### src/rtl/adc_pkg.sv
package adc_pkg;
  // register byte addresses
  localparam logic [7:0] REG_STATUS_CONTROL = 8'h1e;
  localparam logic [7:0] REG_RESULT         = 8'h1f;
  // status/control field positions
  localparam int BIT_CONV_DONE  = 7;
  localparam int BIT_RC_SELECT  = 6;
  localparam int BIT_POWER_ON   = 5;
  localparam int CH_LSB         = 0;
  localparam int CH_WIDTH       = 2;
  // reset values
  localparam logic [7:0] STATUS_CONTROL_RESET = 8'h00;
  localparam logic [7:0] RESULT_RESET         = 8'h00;
  // data width and sar timing in converter clock ticks
  localparam int          DATA_W       = 8;
  localparam logic [4:0]  CONV_LAST    = 5'h1f;   // 32 ticks, counted 0..31
  localparam logic [4:0]  SAMPLE_LAST  = 5'h16;   // ticks 0..22 sample
  localparam logic [7:0]  DAC_MSB      = 8'h80;
  // port c pin of channel 0; channel n sits at this minus n
  localparam logic [2:0]  PORTC_CH0_BIT = 3'h6;
  // clock figures
  localparam int CLK_KHZ          = 20000;
  localparam int RC_OSC_NOM_KHZ   = 1500;
  localparam int RC_NEEDED_BELOW_KHZ = 1000;
  // settle times in microseconds (plain defaults) and derived cycle counts
  localparam int RC_OSC_SETTLE_TIME_US    = 1;
  localparam int CONVERTER_SETTLE_TIME_US = 1;
  localparam int RC_OSC_SETTLE_CYCLES     = (RC_OSC_SETTLE_TIME_US * CLK_KHZ + 999) / 1000;
  localparam int CONVERTER_SETTLE_CYCLES  = (CONVERTER_SETTLE_TIME_US * CLK_KHZ + 999) / 1000;
  // sar engine states
  typedef enum logic [1:0] {
    SAR_IDLE   = 2'b00,
    SAR_SAMPLE = 2'b01,
    SAR_DECIDE = 2'b10,
    SAR_FINISH = 2'b11
  } sar_state_t;
endpackage

### src/rtl/sar_if.sv
`timescale 1ns/1ps
// control and data between register front end and sar engine
interface sar_if;
  logic       start;      // begin a fresh conversion (restarts a running one)
  logic       abort;      // stop mode or power off
  logic       tick;       // converter clock enable
  logic       cmp_above;  // sampled input at or above dac output
  logic [7:0] dac_code;   // trial code to the dac
  logic       busy;       // conversion running or pending
  logic       done;       // one-cycle completion pulse
  logic [7:0] result;     // code of the finished conversion
  modport ctrl   (output start, abort, tick, cmp_above, input dac_code, busy, done, result);
  modport engine (input start, abort, tick, cmp_above, output dac_code, busy, done, result);
endinterface

### src/rtl/sar_engine.sv
`timescale 1ns/1ps
module sar_engine
  import adc_pkg::*;
(
  // clock and reset
  input wire logic clk,
  input wire logic rst,
  // link to the front end
  sar_if.engine    s
);
  sar_state_t state;          // engine state
  logic [4:0] tick_cnt;       // converter ticks into this conversion
  logic [2:0] bit_idx;        // bit under trial
  logic       pending;        // start seen, waiting for a tick

  // busy covers both pending and running; only the checks use it, software never sees it
  assign s.busy = pending | (state != SAR_IDLE);

  // sequencing: abort beats start, start beats running
  always_ff @(posedge clk) begin
    if (rst || s.abort) begin
      state    <= SAR_IDLE;
      tick_cnt <= 5'h00;
      bit_idx  <= 3'h7;
      pending  <= 1'b0;
      s.done   <= 1'b0;
      s.dac_code <= 8'h00;
      s.result <= RESULT_RESET;
    end else begin
      s.done <= 1'b0;
      if (s.start && !s.tick) begin
        pending <= 1'b1;      // rc tick not yet here
        state   <= SAR_IDLE;
      end else if ((s.start || pending) && s.tick) begin
        pending  <= 1'b0;
        state    <= SAR_SAMPLE;
        tick_cnt <= 5'h00;
      end else if (s.tick) begin
        case (state)
          SAR_IDLE: begin
            tick_cnt <= 5'h00;
          end
          SAR_SAMPLE: begin
            tick_cnt <= tick_cnt + 5'h01;
            if (tick_cnt == SAMPLE_LAST) begin
              state      <= SAR_DECIDE;
              bit_idx    <= 3'h7;
              s.dac_code <= DAC_MSB;   // msb tried first
            end
          end
          SAR_DECIDE: begin
            tick_cnt <= tick_cnt + 5'h01;
            // keep the bit only if the input is not below it
            if (!s.cmp_above) s.dac_code[bit_idx] <= 1'b0;
            if (bit_idx != 3'h0) begin
              s.dac_code[bit_idx - 3'h1] <= 1'b1;
              bit_idx <= bit_idx - 3'h1;
            end else begin
              state <= SAR_FINISH;
            end
          end
          SAR_FINISH: begin
            // full-scale input keeps every bit, giving ff
            if (tick_cnt == CONV_LAST) begin
              s.result <= s.dac_code;
              s.done   <= 1'b1;
              state    <= SAR_IDLE;
            end else begin
              tick_cnt <= tick_cnt + 5'h01;
            end
          end
          default: state <= SAR_IDLE;
        endcase
      end
    end
  end

  // helper: cycles since a conversion began while every cycle ticked
  logic [5:0] run_cycles;
  logic       all_fast;
  always_ff @(posedge clk) begin
    if (rst || s.abort || s.start) begin
      run_cycles <= 6'h00;
      all_fast   <= s.tick;
    end else begin
      if (run_cycles != 6'h3f) run_cycles <= run_cycles + 6'h01;
      if (!s.tick) all_fast <= 1'b0;
    end
  end
endmodule // sar_engine

### src/rtl/adc_control.sv
// Local design decision: the address-and-strobe port.
`timescale 1ns/1ps
module adc_control
  import adc_pkg::*;
(
  // clock and reset
  input  wire logic       clk,
  input  wire logic       rst,
  // register port
  input  wire logic [7:0] addr,
  input  wire logic [7:0] wdata,
  input  wire logic       wr,
  input  wire logic       rd,
  output logic      [7:0] rdata,
  // converter clocking and power modes
  input  wire logic       rc_osc_tick,
  input  wire logic       stop_mode,
  // analog side
  input  wire logic       cmp_above,
  output logic      [7:0] dac_code,
  output logic      [3:0] analog_mux_sel,
  output logic            comparator_enable,
  // port c digital path
  input  wire logic [7:0] port_c_pins,
  output logic      [7:0] port_c_read
);
  sar_if s ();

  // control bits held by software
  logic                conv_done_flag;     // hardware set, access clears
  logic                rc_clock_select;    // converter clock source
  logic                converter_power_on; // converter enable
  logic [CH_WIDTH-1:0] channel_select;     // analog channel
  logic [7:0]          adc_result;         // last finished code

  // decoded accesses
  logic hit_status;  // strobe aimed at status/control
  logic hit_result;  // strobe aimed at the result
  logic access;      // any access of either register
  logic running;     // converter allowed to operate

  assign hit_status = (rd || wr) && (addr == REG_STATUS_CONTROL);
  assign hit_result = (rd || wr) && (addr == REG_RESULT);
  assign access     = hit_status || hit_result;
  // wait mode is deliberately not an input: the converter ignores it
  // leaving stop resumes at once; clock start-up already covers settling
  assign running    = converter_power_on && !stop_mode;

  // drive the engine link
  // rc ticks arrive already in the internal clock domain, so the hand-over of the
  // result is an ordinary clocked load; throughput is bounded by that clock
  assign s.tick      = rc_clock_select ? rc_osc_tick : 1'b1;
  assign s.abort     = !running;
  // an access restarts; a completion re-arms the next conversion
  assign s.start     = running && (access || s.done);
  assign s.cmp_above = cmp_above;

  sar_engine u_sar (
    .clk (clk),
    .rst (rst),
    .s   (s)
  );

  // control bits: written as a whole byte, flag bit ignored on write
  always_ff @(posedge clk) begin
    if (rst) begin
      rc_clock_select    <= STATUS_CONTROL_RESET[BIT_RC_SELECT];
      converter_power_on <= STATUS_CONTROL_RESET[BIT_POWER_ON];
      channel_select     <= STATUS_CONTROL_RESET[CH_LSB +: CH_WIDTH];
    end else if (wr && addr == REG_STATUS_CONTROL) begin
      rc_clock_select    <= wdata[BIT_RC_SELECT];
      converter_power_on <= wdata[BIT_POWER_ON];
      channel_select     <= wdata[CH_LSB +: CH_WIDTH];
    end
  end

  // completion flag: a completion in the access cycle wins over the clear
  always_ff @(posedge clk) begin
    if (rst) begin
      conv_done_flag <= STATUS_CONTROL_RESET[BIT_CONV_DONE];
    end else if (s.done) begin
      conv_done_flag <= 1'b1;
    end else if (access || s.start || !running) begin
      conv_done_flag <= 1'b0;
    end
  end

  // result: each completion overwrites, read or not
  always_ff @(posedge clk) begin
    if (rst) begin
      adc_result <= RESULT_RESET;
    end else if (s.done) begin
      adc_result <= s.result;
    end
  end

  // read data, valid only in the cycle after the strobe
  always_ff @(posedge clk) begin
    if (rst) begin
      rdata <= 8'h00;
    end else if (rd && addr == REG_STATUS_CONTROL) begin
      // bits 4..2 are absent and read as zero
      rdata <= {conv_done_flag, rc_clock_select, converter_power_on, 3'h0, channel_select};
    end else if (rd && addr == REG_RESULT) begin
      rdata <= adc_result;                          // writes here are ignored
    end else begin
      rdata <= 8'h00;                               // idle or unmapped
    end
  end

  // analog side outputs
  always_ff @(posedge clk) begin
    if (rst) begin
      analog_mux_sel    <= 4'h0;
      comparator_enable <= 1'b0;
    end else begin
      analog_mux_sel    <= 4'h1 << channel_select;
      comparator_enable <= running;
    end
  end

  // trial code leaves straight from the engine's register: a copy one clock
  // later would let the comparator judge the previous code at full cpu rate
  assign dac_code = s.dac_code;

  // port c digital reads: with the converter on, the selected analog pin reads zero, others pass
  genvar gi;
  generate
    for (gi = 0; gi < 8; gi = gi + 1) begin : g_portc
      logic is_analog;  // this pin currently feeds the multiplexer
      assign is_analog = converter_power_on &&
                         (3'(gi) == PORTC_CH0_BIT - 3'(channel_select));
      always_ff @(posedge clk) begin
        if (rst) begin
          port_c_read[gi] <= 1'b0;
        end else begin
          port_c_read[gi] <= port_c_pins[gi] && !is_analog;
        end
      end
    end
  endgenerate
endmodule // adc_control

### config.mk
export PLATFORM = sky130hd
export DESIGN_NAME = adc_control
export DESIGN_NICKNAME = d
export VERILOG_FILES = /design/src/rtl/adc_pkg.sv /design/src/rtl/sar_if.sv /design/src/rtl/sar_engine.sv /design/src/rtl/adc_control.sv
export SDC_FILE = /design/constraint.sdc
export NUM_CORES = 1
export LEC_CHECK = 0
export BUFFER_PORTS_ARGS = -buffer_cell sky130_fd_sc_hd__buf_2
export CAP_MARGIN = 20
export CORE_MARGIN = 2
export CORE_UTILIZATION = 58
export DETAILED_ROUTE_END_ITERATION = 12
export PLACE_DENSITY = 0.95
export SYNTH_ARGS = -nofsm -noshare
export SYNTH_HDL_FRONTEND = slang
export SYNTH_SLANG_ARGS = --single-unit
### constraint.sdc
create_clock -name clk -period 4.35 [get_ports clk]
set_clock_uncertainty 0.15 [all_clocks]
set_input_delay 0.435 -clock clk [delete_from_list [all_inputs] [get_ports clk]]
set_output_delay 0.435 -clock clk [all_outputs]
set_load 0.05 [all_outputs]
==> Word level (Yosys, flattened, before mapping) <==
Index checks and enable logic that the tools add are counted.
{ "totals": {"reg_bits": 62, "output_inout_bits": 29, "wordCells": 162} }
{ "op_classes": {"add_sub_neg": 3, "magnitude_cmp": 4, "eq_ne": 22, "n_shift": 1, "muxes": 34, "bitwise_logic": 8, "n_reduce_logical": 65} }
{ "op_table": {"columns": ["cell", "count"], "rows": [
  ["two-way mux 8 bit", 10],
  ["logical AND 1 bit", 27],
  ["AND reduction 5 bit", 4],
  ["== test 8 x 5 -> 1 bit (second input constant)", 2],
  ["case mux 8 bit (2 select lines)", 1],
  ["two-way mux 5 bit", 3],
  ["case mux 5 bit (3 select lines)", 1],
  ["== test 3 bit (first input constant)", 4],
  ["logical NOT 1 bit", 11],
  ["== test 5 bit (second input constant)", 2],
  ["two-way mux 1 bit", 10],
  ["bitwise AND 8 bit", 1],
  ["less-than comparator 3 x 4 -> 1 bit (second input constant)", 2],
  ["NOT 8 bit", 1],
  ["bitwise OR 8 bit", 1],
  ["nonzero test 2 bit", 4],
  ["logical OR 1 bit", 7],
  ["demux 1 bit (select 3 bit)", 2],
  ["== test 2 x 3 -> 1 bit (first input constant)", 2],
  [">= comparator 3 x 1 -> 1 bit (second input constant)", 2],
  ["two-way mux 2 bit", 3],
  ["two-way mux 3 bit", 2],
  ["inequality test 2 x 1 -> 1 bit (second input constant)", 3],
  ["inequality test 3 x 1 -> 1 bit (second input constant)", 2],
  ["other kinds (21)", 30]
]} }

==> Logic depth before layout (Yosys ltp) <==
{ "depth": {"word_depth": 15, "depth_mapped": 9, "mapped_depth_nobuf": 8} }

==> By module <==
From an unflattened synthesis, not the netlist that was laid out.
{ "unflattened": {"hier_cells": 302, "area_unflattened_um2": 2845.2} }
{ "modules_own_cells": {"columns": ["mod", "instances", "cells_per_inst", "area_per_inst_um2", "seq_area_each_um2"], "rows": [
  ["sar_engine", 1, 186, 1610.3, 560.5],
  ["adc_control", 1, 116, 1234.9, 680.7]
]} }

==> Worst setup path before layout <==
OpenSTA, ideal clock, no wires.
{ "synth_path": {"path_kind": "reg2reg", "from": "reg u_sar.tick_cnt[0]", "to": "reg u_sar.s.result[0]", "setup_time_ns": 0.128, "arrival_ns": 1.774, "setup_slack_ns": 2.299, "path_stages_with_launch": 10, "path_cell_list": "dfxtp_1 ha_1 and3_1 ha_1 nand2_1 o32a_1 a21o_1 buf_4 mux2i_1 nor2_1"} }
{ "synth_via": {"elab_chain_len": 2} }
{ "synth_lines": {"columns": ["element", "line_no", "rtl"], "rows": [
  ["from (decl)", "sar_engine.sv:12", "logic [4:0] tick_cnt;"],
  ["from (signal assigned)", "sar_engine.sv:44", "tick_cnt <= tick_cnt + 5'h01;"],
  ["from (signal assigned)", "sar_engine.sv:52", "tick_cnt <= tick_cnt + 5'h01;"],
  ["from (signal assigned)", "sar_engine.sv:69", "tick_cnt <= tick_cnt + 5'h01;"],
  ["== test 5 bit", "sar_engine.sv:64", "if (tick_cnt == CONV_LAST) begin"],
  ["AND reduction 5 bit (no source line)", null, null],
  ["to (signal assigned)", "sar_engine.sv:65", "s.result <= s.dac_code;"],
  ["to (decl)", "sar_if.sv:13", "modport engine (input start, abort, tick, cmp_above, output dac_code, busy, done, result);"]
]} }
No other way between the ends.
A chain may end at the register's enable or synchronous reset.

==> Final worst setup path <==
{ "layout_path": {"from": "in rst", "to": "reg u_sar.tick_cnt[3]"} }
{ "layout_via": {"elab_chain_len": 1} }
{ "layout_lines": {"columns": ["element", "line_no", "rtl"], "rows": [
  ["from (decl)", "adc_control.sv:8", "input wire logic rst,"],
  ["logical OR 1 bit", "sar_engine.sv:21", "if (rst || s.abort) begin"]
]} }
No other way between the ends.

==> results.py <==
metrics = {
    "detailed_routing": {
        "vias_per_cell": 5.77,
        "remaining_drc_errors": 0,
        "detail_route.iter0.violations": 107,
        "wl_per_cell_um": 14.5,
        "detailedRoute.firstPassIterationCount": 5,
        "postRouteWirelength_mm": 5.68,
        "routed-via-count": 2260,
        "ant_nets": 0,
    },
    "die": {
        "coreArea_sq_um": 4440,
        "count_of_boundary_i_o_pins": 60,
        "floorplan.rows": 24,
        "die_w_um": 72.4,
        "chipHeight_um": 72.4,
        "die_area_sq_um": 5240,
        "initial_core_util_pct": 61.1,
    },
    "synthesis": {
        "synth_top_flop_cell": "dfxtp_1",
        "syn_inst": 282,
        "synth_edf_count": 0,
        "synthesized_cell_area_sq_um": 2710,
        "yosys.cell_count.top_type": "dfxtp_1",
        "synth_top_area_cell": "dfxtp_1",
        "synth_area_leaders": "dfxtp_1, mux2i_1, nor2_1",
        "yosysWarnings": 0,
        "synth.net_count": 322,
        "synth_top_area_share_pct": 45.7,
        "postSynthRegisterBits": 62,
        "synth_seq_area_share_pct": 45.7,
        "async_flop_share_pct": 0,
        "synth.avg_cell_area_sq_um": 9.62,
        "synth_common_cells": "dfxtp_1, nor2_1, mux2i_1",
        "netlist-cell-type-count": 50,
    },
    "timing": {
        "grt_setup_unrepaired": "false",
        "timing.final.setup_violations": 0,
        "max_slew_margin_pct": 44.7,
        "highest_attainable_clock_frequency_ghz": 0.403,
        "layout_worst_path_cycle_share_pct": 57.1,
        "finalHoldViolations": 0,
        "layout_min_cycle_time_ps": 2480,
        "setup_tns_ps": 0,
        "tightest_slew_ps": 829,
        "timing.final.max_slew_violations": 0,
    },
    "cts": {
        "cts.root.buffer_cell": "clkbuf_8",
        "clock_insertion_delay_worst_skew_ps": 340,
        "cts.repair.resized": 0,
        "post_cts.repair.setup_buffers": 0,
        "cts_max_level": 3,
        "cts-buffers-inserted": 9,
        "clk_transition_reported_paths_ps": 70,
        "tritoncts": "built",
        "maximum_clock_insertion_buffer_count": 2,
        "cts.sinks": 62,
        "cts_hold_buf": 0,
    },
    "final_layout": {
        "filler_cell_count": 336,
        "stdcell_count": 392,
        "final_layout_size_suffix_gt1_share_pct": 24.1,
        "multi_input_comb_area_sq_um": 1370,
        "area_growth_syn_to_layout_pct": 16.7,
        "final_nets": 375,
        "n_antenna_cell": 0,
        "final-seq-area_sq_um": 1240,
        "postLayoutCoreUtil_pct": 71.3,
    },
    "global_route": {
        "grt_remaining_overflow": 0,
        "grt_pass1_vias": 2180,
        "pin_count_of_the_biggest_net_entering_global_routing": 29,
        "grt_pass1_wl_mm": 9.66,
        "grt.total_usage_pct": 23.6,
        "grt_antenna_before_repair": 0,
    },
    "placed_design": {
        "io_buffers": 55,
        "final_weighted_congestion_of_routability_driven_global_placement": 0.926,
        "post-place-cells": 376,
        "post-dp-hpwl_mm": 4.11,
    },
    "worst_setup_path": {
        "worstSetupPathType": "in -> reg",
        "reg2reg_depth": 5,
        "r2r_setup_slk_ps": 1870,
        "timing.critical_path.required_ps": 4400,
        "critical_path.max_fanout": 28,
        "setup.worst_path.start": "rst",
        "critical_path_arrival_ps": 2530,
        "worst_r2r_startpoint": "converter_power_on",
        "cp_endpoint": "u_sar.tick_cnt[3]",
        "worst_setup_path_start_kind": "primary input",
        "worstSetupEndpointType": "register",
        "timing.rr.end": "u_sar.tick_cnt[3]",
    },
    "power": {
        "power_frac_seq_pct": 54.7,
        "vdd_ir_drop_max_v": 0.000186,
        "p_comb_share_pct": 4.6,
        "total_switching_power_uw": 251,
        "clock_power_share_pct": 40.8,
        "power_density_nw_per_um2": 331,
        "cellInternalPower_uw": 797,
        "p_leak_nw": 1.40,
        "netSwitchingFraction_pct": 24.0,
    },
    "status": {
        "outcome": "complete, no violations",
    },
    "worst_hold_path": {
        "worstHoldPathType": "in -> reg",
    },
    "run": {
        "max_cap_viol_count": 0,
    },
}
[through the flow]
| step | hold WS [ps] | area, sq um | worst slack [ps] | power [mW] |
|---|---|---|---|---|
| after global placement | 314 | 3000 | 1610 | 0.633 |
| after CTS | 148 | 3170 | 1900 | 1.06 |
| after detailed placement | 320 | 3000 | 1590 | 0.634 |
| after global routing | 155 | 3170 | 1640 | 1.08 |
| final | 157 | 3170 | 1870 | 1.05 |
| after floorplan | 302 | 2710 | 2300 | 0.615 |
[layer usage]
| layer | track usage, % | part of all wire (%) | vias up |
|---|---|---|---|
| met2 | 40.4 | 48 | 81 |
| met5 | 0 | 0 | - |
| met3 | 4.58 | 6.2 | 14 |
| li1 | - | - | 1112 |
| met1 | 28.3 | 43 | 1053 |
| met4 | 11.5 | 2.1 | 0 |
[kinds of logic (layout without fill, tap and decap cells)]
family / count (synthesis) / count (layout) / synth area share [%]
adder cells (fa/ha/maj): 9 / 9 / 4.15
AND/OR/NAND/NOR: 103 / 103 / 21.3
buffers and inverters: 26 / 84 / 3.83
AO/OA/AOI/OAI: 54 / 54 / 14.7
multiplexers: 27 / 27 / 9.96
flip-flops: 62 / 62 / 45.7
XOR/XNOR: 1 / 1 / 0.323
[placed cells by master, fill, tap and decap left out, types with 2 or more instances in the layout]
cell type  count
dfxtp_1       62
buf_2         55
nor2_1        40
mux2i_1       27
a21oi_1       13
inv_1         11
o21ai_1        9
nor3_1         9
ha_1           9
clkbuf_8       9
nand2_1        8
nor3b_1        8
and3_1         6
nor2b_1        6
nand2b_1       5
nand3_1        5
o21ai_0        5
a31oi_1        4
a311oi_1       3
a32o_2         3
clkinv_4       3
a21o_1         2
o32a_1         2
clkinv_1       2
o211ai_2       2
nor4_1         2
a32o_1         2
nand3b_1       2
nand4_1        2
clkbuf_1       2
clkinv_2       2
[worst max-delay path: stages]
cell and delay [ps]:
buf_2 390, nand2b_1 720, clkinv_1 530, o21ai_1 350, a21oi_1 100
[cell type report]
class | instances | share of cell area (%)
clock inverter | 5 | 1.15
sequential | 62 | 39.2
multi-input combinational | 194 | 43.2
timing repair buffer | 55 | 8.69
clock buffer | 11 | 4.15
tap | 52 | 2.05
inverter | 13 | 1.54
[power groups by stage]
| stage | Combinational (mW) | Sequential (mW) | Clock [mW] |
|---|---|---|---|
| 2_1_floorplan | 0.0135 | 0.602 | 0 |
| 3_3_place_gp | 0.0470 | 0.586 | 0 |
| 3_5_place_dp | 0.0478 | 0.586 | 0 |
| 4_1_cts | 0.0477 | 0.573 | 0.436 |
| 5_1_grt | 0.0510 | 0.573 | 0.459 |
| 6_report | 0.0478 | 0.573 | 0.427 |
[worst min-delay path by stage]
stage | from | endpoint | slack (ps) | depth (start not counted)
final | port_c_pins[7] | port_c_read[7] | 160 | 2
after global routing | port_c_pins[3] | port_c_read[3] | 160 | 3
after CTS | port_c_pins[0] | port_c_read[0] | 150 | 2
after detailed placement | adc_result[3] | rdata[3] | 320 | 1
after global placement | adc_result[3] | adc_result[3] | 310 | 2
after floorplan | adc_result[2] | adc_result[2] | 300 | 2
[sequential cells by signal (all words and copies together) (netlist names), 3 cells and up]
| name | cells |
|---|---|
| u_sar.tick_cnt | 5 |
| port_c_read | 8 |
| rdata | 8 |
| analog_mux_sel | 4 |
| u_sar.s.dac_code | 8 |
| adc_result | 8 |
| u_sar.s.result | 8 |
| u_sar.bit_idx | 3 |
Note: power is estimated with default switching activity, not from simulation.
